===== src/common/fms_pkg.sv =====
/*
 Shared types and constants for the floating-point min/max selection unit.
 Assumes the issuing pipeline supplies operands and control in one cycle.
*/
package fms_pkg;
  localparam int FMS_SP_W = 32;
  localparam int FMS_DP_W = 64;
  localparam int FMS_COP_FPU = 1;
  localparam logic [63:0] FMS_RESULT_RST = 64'h0;
  localparam logic [1:0] FMS_LATENCY = 2'h1;

  typedef enum logic [3:0] {
    FMS_OP_MAX = 4'h1,
    FMS_OP_MIN = 4'h2,
    FMS_OP_MAX_MAG = 4'h4,
    FMS_OP_MIN_MAG = 4'h8
  } fms_op_t;

  typedef struct packed {
    logic valid;
    fms_op_t op;
    logic is_double;
    logic [4:0] dest;
    logic [63:0] first_source_operand;
    logic [63:0] second_source_operand;
  } fms_req_t;

  typedef struct packed {
    logic valid;
    logic write_en;
    logic [4:0] dest;
    logic is_double;
    logic [63:0] destination_operand;
    logic exc_cop_unusable;
    logic [1:0] exc_cop_num;
    logic exc_reserved;
    logic exc_invalid_trap;
    logic flag_invalid;
    logic flag_unimpl;
    logic flag_inexact;
    logic flag_overflow;
    logic flag_underflow;
  } fms_rsp_t;
endpackage


===== src/rtl/fms_select.sv =====
/*
 Floating-point min/max/min-magnitude/max-magnitude selection unit.
 Assumes request fields come from logic on clk_in; result appears one cycle later.
*/
`timescale 1ns/1ps
`default_nettype none
// Notes on behaviour
// - Max writes the operand with the greater value.
// - Min writes the operand with the lesser value.
// - Max-magnitude writes the operand of larger absolute value with its own sign.
// - Min-magnitude writes the operand of smaller absolute value with its own sign.
// - Max-magnitude with equal magnitudes returns the signed larger operand.
// - Min-magnitude with equal magnitudes returns the signed smaller operand.
// - With exactly one NaN operand the numeric operand is returned unchanged.
// - With two NaNs the first source NaN is returned with its sign intact.
// - A signalling NaN with invalid trap enabled raises the trap and blocks the write.
// - A disabled coprocessor raises coprocessor-unusable for coprocessor 1 first.
// - An unimplemented format raises reserved-instruction.
// - Only invalid and unimplemented flags may be raised, never inexact, overflow, underflow.
module fms_select
  import fms_pkg::*;
#(
  parameter bit SINGLE_IMPL = 1'b1,
  parameter bit DOUBLE_IMPL = 1'b1
)(
  input wire logic clk_in,
  input wire logic rst_n_in,
  input wire fms_req_t req_in,
  input wire logic cop1_enable_in,
  input wire logic invalid_trap_en_in,
  output fms_rsp_t rsp_out
);
  // A unit with neither format implemented could only ever refuse requests.
  if (!SINGLE_IMPL && !DOUBLE_IMPL)
  begin : g_fmt_check
    $error("fms_select needs at least one format");
  end

  // Signed-magnitude to a key that orders correctly as unsigned; -0 sits below +0.
  function automatic logic [63:0] order_key(input logic [63:0] v);
    order_key = v[63] ? ~v : {1'b1, v[62:0]};
  endfunction

  function automatic logic [63:0] widen(input logic [63:0] v, input logic dbl);
    widen = dbl ? v : {v[31:0], 32'h0};
  endfunction

  // The NaN test works on the raw operand, because a widened single would put
  // three fraction bits into the double exponent field.
  function automatic logic is_nan(input logic [63:0] v, input logic dbl);
    if (dbl)
    begin
      is_nan = (v[62:52] == 11'h7ff) && (v[51:0] != 52'h0);
    end
    else
    begin
      is_nan = (v[30:23] == 8'hff) && (v[22:0] != 23'h0);
    end
  endfunction

  // The quiet bit is the top fraction bit of the chosen format.
  function automatic logic is_quiet(input logic [63:0] v, input logic dbl);
    is_quiet = dbl ? v[51] : v[22];
  endfunction

  logic [63:0] a_w;
  logic [63:0] b_w;
  logic a_nan;
  logic b_nan;
  logic a_snan;
  logic b_snan;
  logic fmt_ok;
  logic a_ge_b;
  logic mag_gt;
  logic mag_eq;
  logic pick_a;
  logic [63:0] sel;
  logic [63:0] sel_w;
  fms_rsp_t rsp_d;
  fms_rsp_t rsp_q;

  always_comb
  begin
    a_w = widen(req_in.first_source_operand, req_in.is_double);
    b_w = widen(req_in.second_source_operand, req_in.is_double);
    a_nan = is_nan(req_in.first_source_operand, req_in.is_double);
    b_nan = is_nan(req_in.second_source_operand, req_in.is_double);
    a_snan = a_nan && !is_quiet(req_in.first_source_operand, req_in.is_double);
    b_snan = b_nan && !is_quiet(req_in.second_source_operand, req_in.is_double);
    fmt_ok = req_in.is_double ? DOUBLE_IMPL : SINGLE_IMPL;
    a_ge_b = order_key(a_w) >= order_key(b_w);
    mag_gt = a_w[62:0] > b_w[62:0];
    mag_eq = a_w[62:0] == b_w[62:0];
    pick_a = 1'b1;
    unique case (req_in.op)
      FMS_OP_MAX: pick_a = a_ge_b;
      FMS_OP_MIN: pick_a = !a_ge_b || (a_w == b_w);
      FMS_OP_MAX_MAG: pick_a = mag_gt || (mag_eq && a_ge_b);
      FMS_OP_MIN_MAG: pick_a = (!mag_gt && !mag_eq) || (mag_eq && !a_ge_b);
      default: pick_a = 1'b1;
    endcase
    if (a_nan && b_nan)
    begin
      pick_a = 1'b1;
    end
    else if (a_nan)
    begin
      pick_a = 1'b0;
    end
    else if (b_nan)
    begin
      pick_a = 1'b1;
    end
    sel = pick_a ? req_in.first_source_operand : req_in.second_source_operand;
    sel_w = widen(sel, req_in.is_double);

    rsp_d = '0;
    rsp_d.valid = req_in.valid;
    rsp_d.dest = req_in.dest;
    rsp_d.is_double = req_in.is_double;
    rsp_d.destination_operand = req_in.is_double ? sel : {32'h0, sel[31:0]};
    if (req_in.valid)
    begin
      if (!cop1_enable_in)
      begin
        rsp_d.exc_cop_unusable = 1'b1;
        rsp_d.exc_cop_num = 2'(FMS_COP_FPU);
      end
      else if (!fmt_ok)
      begin
        rsp_d.exc_reserved = 1'b1;
      end
      else if ((a_snan || b_snan) && invalid_trap_en_in)
      begin
        rsp_d.exc_invalid_trap = 1'b1;
        rsp_d.flag_invalid = 1'b1;
      end
      else
      begin
        rsp_d.write_en = 1'b1;
        rsp_d.flag_invalid = a_snan || b_snan;
      end
    end
    rsp_d.flag_inexact = 1'b0;
    rsp_d.flag_overflow = 1'b0;
    rsp_d.flag_underflow = 1'b0;
  end

  always_ff @(posedge clk_in or negedge rst_n_in)
  begin
    if (!rst_n_in)
    begin
      rsp_q <= '0;
    end
    else
    begin
      rsp_q <= rsp_d;
    end
  end

  assign rsp_out = rsp_q;

  property p_trap_blocks_write;
    @(posedge clk_in) disable iff (!rst_n_in)
    rsp_out.exc_invalid_trap |-> !rsp_out.write_en && rsp_out.flag_invalid;
  endproperty
  a_trap_blocks_write: assert property (p_trap_blocks_write) else $error("trap with write");

  property p_cop_first;
    @(posedge clk_in) disable iff (!rst_n_in)
    (req_in.valid && !cop1_enable_in) |=> rsp_out.exc_cop_unusable && !rsp_out.write_en
      && !rsp_out.exc_reserved && rsp_out.exc_cop_num == 2'h1;
  endproperty
  a_cop_first: assert property (p_cop_first) else $error("cop unusable missed");

  property p_reserved;
    @(posedge clk_in) disable iff (!rst_n_in)
    (req_in.valid && cop1_enable_in && !fmt_ok) |=> rsp_out.exc_reserved && !rsp_out.write_en;
  endproperty
  a_reserved: assert property (p_reserved) else $error("reserved missed");

  property p_no_flags;
    @(posedge clk_in) disable iff (!rst_n_in)
    !(rsp_out.flag_inexact || rsp_out.flag_overflow || rsp_out.flag_underflow);
  endproperty
  a_no_flags: assert property (p_no_flags) else $error("forbidden flag");

  property p_both_nan;
    @(posedge clk_in) disable iff (!rst_n_in)
    (req_in.valid && a_nan && b_nan) |=> rsp_out.destination_operand[31:0]
      == $past(req_in.first_source_operand[31:0]);
  endproperty
  a_both_nan: assert property (p_both_nan) else $error("first NaN not kept");

  property p_one_nan;
    @(posedge clk_in) disable iff (!rst_n_in)
    (req_in.valid && a_nan && !b_nan) |=> rsp_out.destination_operand[31:0]
      == $past(req_in.second_source_operand[31:0]);
  endproperty
  a_one_nan: assert property (p_one_nan) else $error("numeric not returned");

  property p_max_ge;
    @(posedge clk_in) disable iff (!rst_n_in)
    (req_in.valid && req_in.op == FMS_OP_MAX && !a_nan && !b_nan)
      |-> (order_key(widen(sel, req_in.is_double)) >= order_key(a_w))
      && (order_key(widen(sel, req_in.is_double)) >= order_key(b_w));
  endproperty
  a_max_ge: assert property (p_max_ge) else $error("max not greatest");

  property p_min_le;
    @(posedge clk_in) disable iff (!rst_n_in)
    (req_in.valid && req_in.op == FMS_OP_MIN && !a_nan && !b_nan)
      |-> (order_key(widen(sel, req_in.is_double)) <= order_key(a_w))
      && (order_key(widen(sel, req_in.is_double)) <= order_key(b_w));
  endproperty
  a_min_le: assert property (p_min_le) else $error("min not least");

  property p_max_mag;
    @(posedge clk_in) disable iff (!rst_n_in)
    (req_in.valid && req_in.op == FMS_OP_MAX_MAG && !a_nan && !b_nan)
      |-> (sel_w[62:0] >= a_w[62:0]) && (sel_w[62:0] >= b_w[62:0]);
  endproperty
  a_max_mag: assert property (p_max_mag) else $error("max magnitude not largest");

  property p_min_mag;
    @(posedge clk_in) disable iff (!rst_n_in)
    (req_in.valid && req_in.op == FMS_OP_MIN_MAG && !a_nan && !b_nan)
      |-> (sel_w[62:0] <= a_w[62:0]) && (sel_w[62:0] <= b_w[62:0]);
  endproperty
  a_min_mag: assert property (p_min_mag) else $error("min magnitude not smallest");

  property p_snan_untrapped;
    @(posedge clk_in) disable iff (!rst_n_in)
    (req_in.valid && cop1_enable_in && fmt_ok && !invalid_trap_en_in && (a_snan || b_snan))
      |=> rsp_out.write_en && rsp_out.flag_invalid && !rsp_out.exc_invalid_trap;
  endproperty
  a_snan_untrapped: assert property (p_snan_untrapped) else $error("untrapped sNaN lost");

  property p_single_upper;
    @(posedge clk_in) disable iff (!rst_n_in)
    (req_in.valid && !req_in.is_double) |=> rsp_out.destination_operand[63:32] == 32'h0;
  endproperty
  a_single_upper: assert property (p_single_upper) else $error("single result too wide");
endmodule
`default_nettype wire


===== config.mk =====
export PLATFORM = sky130hd
export DESIGN_NAME = fms_select
export DESIGN_NICKNAME = d
export VERILOG_FILES = /design/src/common/fms_pkg.sv /design/src/rtl/fms_select.sv
export SDC_FILE = /design/constraint.sdc
export NUM_CORES = 1
export LEC_CHECK = 0
export BUFFER_PORTS_ARGS = -buffer_cell sky130_fd_sc_hd__clkbuf_2
export CAP_MARGIN = 20
export CORE_UTILIZATION = 40
export DETAILED_ROUTE_END_ITERATION = 10
export HOLD_SLACK_MARGIN = 0.05
export SYNTH_ARGS = -nofsm -noshare
export SYNTH_HDL_FRONTEND = slang
export SYNTH_SLANG_ARGS = --single-unit

===== constraint.sdc =====
create_clock -name clk_in -period 0.8 [get_ports clk_in]
set_input_delay 0.16 -clock clk_in [delete_from_list [all_inputs] [get_ports clk_in]]
set_output_delay 0.16 -clock clk_in [all_outputs]
set_load 0.03 [all_outputs]

==> impl_results.md <==
* Drt first pass iters at 5
* Die ar. at around 0.022 mm2
* Synth Area per Inst at between 8 and 9 um2
* Max reg flops at 75
* Placed Instances at around 1700
* HPWL Detailed at around 28000 um
* HP Class: input pin to flop
* Worst vdd ir at a little over 0.0008 V
* Critical Path Fanout Max at 24
* Initial Util at between 40% and 50%
* Die height at 149 um
* Final Hold Fails at 0
* Pwr Density at ~1400 mW/mm2
* Fin crit period at approximately 3.7 ns
* Non-Filler Instances at 1794
* # IOs at 225
* Wirelength per Cell at between 15 and 20 um
* Final setup fails at around 140
* Post-Place Cell Area at about 0.012 mm2
* Layout area overhead at 68.5%
* Seq cells post-synth at 75
* Yosys top cell area share at between 20% and 30%
* CP startpoint kind: input pin
* EDFF count, synth at 0
* Sequential area share after synthesis at 21.8%
* Failing checks: setup timing
* Yosys top cell by area: dfrtp_1
* Routed vias at slightly below 10000
* Setup crit end kind: flop
* Port bufs at ~220
* Leak at 7.25 nW
* Die width at ~150 um
* M3 GR Usage at 4.29%
* Crit Path Class: input pin to flop
* Max Clock Freq at between 0.2 and 0.3 GHz
* TritonCTS Buffers at 9
* Initial antenna violation count at 0
* Routing usage on met1 at between 40 and 50%
* CTS Sinks at 75
* Top area cells in the synthesized netlist: dfrtp_1 (22%), ha_1 (18%), xnor2_1 (8.1%)
* CP Data Required Time at 1.04 ns
* Total Nets Final at about 1800
* CP arrival at around 4 ns
* CTS root buffer: clkbuf_16
* Busiest grt layer: met2
* First-pass GRT wire length at roughly 53000 um
* Grt total ovfl at 0
* Gpl congestion at 0.985
* H-tree Lvls at 3
* Vias in the first global route at just under 10000
* Core Box Area at between 0.02 and 0.025 mm2
* Final slew viol count at 0
* Unique masters post-synth at 49
* CTS tree: done
* Row Count at between 50 and 60
* Final worst slack at -2.88 ns
* Max_cap viols at 0
* GRT Total Usage at around a third
* Asr flop ratio synth at between 90% and 100%
* Synthesis Warnings at 0
* Antenna viol nets, final at 0
* Met2 track demand over resource at roughly 53%
* DR iter-0 viols at approximately 650
* CTS clk-pin slew, worst paths at roughly 0.070 ns
* Setup repair after global routing missed its margin: yes
* # DRC at 0
* Post-route cell area at between 0.01 and 0.015 mm2
* WL final at between 30000 and 40000 um
* Tcrit/Tclk final at 460%
* Synthesized area at ~0.0086 mm2
* Status: finished, violations left
* Synth Flop Type: dfrtp_1
* Antenna Cells at 0
* Via-per-instance ratio at between 5 and 6
* Clk buf depth at 2
* Synth Instances at a little under 1000
* Share of cells above drive strength 1 at a little under half
* Largest net degree at the start of global routing at 41
synth_stat cells, types with 3 or more instances:
master and count:
nand2_1 131, ha_1 127, xnor2_1 79, a21oi_1 78, dfrtp_1 75, mux2i_1 65
o21ai_0 49, nand4_1 37, nor2_1 37, inv_1 36, mux2_2 35, and2_1 33
nor4_1 30, clkbuf_1 29, mux2_4 27, a21o_1 13, buf_1 13, nor3_1 13
nand3_1 11, a211oi_1 10, buf_4 10, nand2b_1 5, nor2b_1 5, and4_1 4
buf_6 4, o211ai_1 4, a221oi_1 3, a31oi_1 3, a41oi_1 3, o21ai_1 3
worst max-delay path: stages:
cell and delay (ns):
buf_16 0.13, buf_6 0.13, buf_12 0.15, nand2_1 0.11, mux2_2 0.35, ha_1 0.27
o21ai_0 0.26, a21oi_1 0.11, o31ai_2 0.29, a21oi_2 0.09, a211oi_1 0.17, buf_4 0.17
o21ai_2 0.08, or3_4 0.41, a31oi_4 0.16, o41ai_4 0.10, buf_6 0.15, buf_4 0.14
buf_16 0.14, mux2_4 0.30
logic make-up (layout without fill, tap and decap cells):
group / Yosys count / count (layout) / share of synthesized area (%)
and+or+nand+nor: 311 / 311 / 17.6
other: 1 / 6 / 0.0437
DFF: 75 / 75 / 21.8
adders and majority gates: 127 / 127 / 18.5
muxes: 127 / 127 / 16.9
xor gates and xnor gates: 79 / 79 / 8.05
buffers and inverters: 93 / 612 / 4.85
AOI/OAI and AO/OA: 180 / 182 / 12.3
timing repair:
action | CTS | global route
pin swaps | 9 | 17
hold buffers | 8 | 1
setup buffers | 13 | 4
endpoints found under the hold margin | 82 | 1
cloned | 8 | 2
resized for setup | 232 | 121
setup endpoints to repair | 143 | 143
worst paths after layout:
kind | start | to | slack (ns) | cells past startpoint
worst max-delay path | req_in[133] | rsp_out[21] | -2.88 | 20
max in group asynchronous | rst_n_in | rsp_out[24] | 0.17 | 3
worst min-delay path | req_in[104] | rsp_out[50] | 0.08 | 3
min in group asynchronous | rst_n_in | rsp_out[71] | 0.17 | 2
where the power goes:
group | switching [mW] | internal [mW] | leakage, nW
clock | 1.83 | 3.07 | 0.167
sequential | 0.317 | 4.19 | 0.919
combinational | 5.38 | 5.68 | 6.17
total | 7.53 | 13.0 | 7.25
cell type report:
class	instances	area [um2]
multi-input cells	832	6810
clock buffers	9	225
well taps	275	344
flip-flops and latches	75	1880
fillers	1615	6540
repair buffers	559	4950
inverters	37	144
clock inverters	7	124
placed cells by master, fill, tap and decap left out, types with 6 or more instances in the layout:
cell type	synthesis	routed
mux2_2	35	34
xnor2_1	79	78
o21ai_0	49	34
buf_6	4	15
nor3_1	13	11
mux2i_2	0	12
nand2_1	131	124
and2_1	33	33
inv_1	36	36
nand3_1	11	11
nor4_2	0	6
mux2i_4	0	8
a21o_1	13	13
o21ai_1	3	13
clkbuf_2	0	139
a21oi_1	78	73
nand2_2	0	6
buf_4	10	289
buf_8	0	78
dlygate4sd3_1	0	9
dfrtp_1	75	74
conb_1	1	6
nor2_1	37	34
nor4_1	30	19
buf_12	0	18
clkbuf_16	0	11
mux2_4	27	28
buf_16	0	6
a211oi_1	10	10
ha_1	127	127
mux2i_1	65	45
nand4_1	37	37
layer usage:
metal	share of wire, %	vias to the layer above
li1	-	4622
met1	43	4612
met2	48	336
met3	5.5	85
met4	3.5	0
met5	0	-
per-stage QoR:
stage	worst slack [ns]	util, %	TNS [ns]	hold WS, ns	power (mW)
CTS	-2.75	67.1	-194.48	0.0526	19.9
global route	-2.99	68.9	-210.78	0.0730	21.5
detailed placement	-3.24	59.0	-207.26	-0.00939	13.5
floorplan	-2.77	-	-173.49	-0.136	9.74
global placement	-3.18	59.0	-205.36	-0.0108	13.4
finish	-2.88	68.9	-201.67	0.0753	20.5
Note: power is estimated with default switching activity, not from simulation.
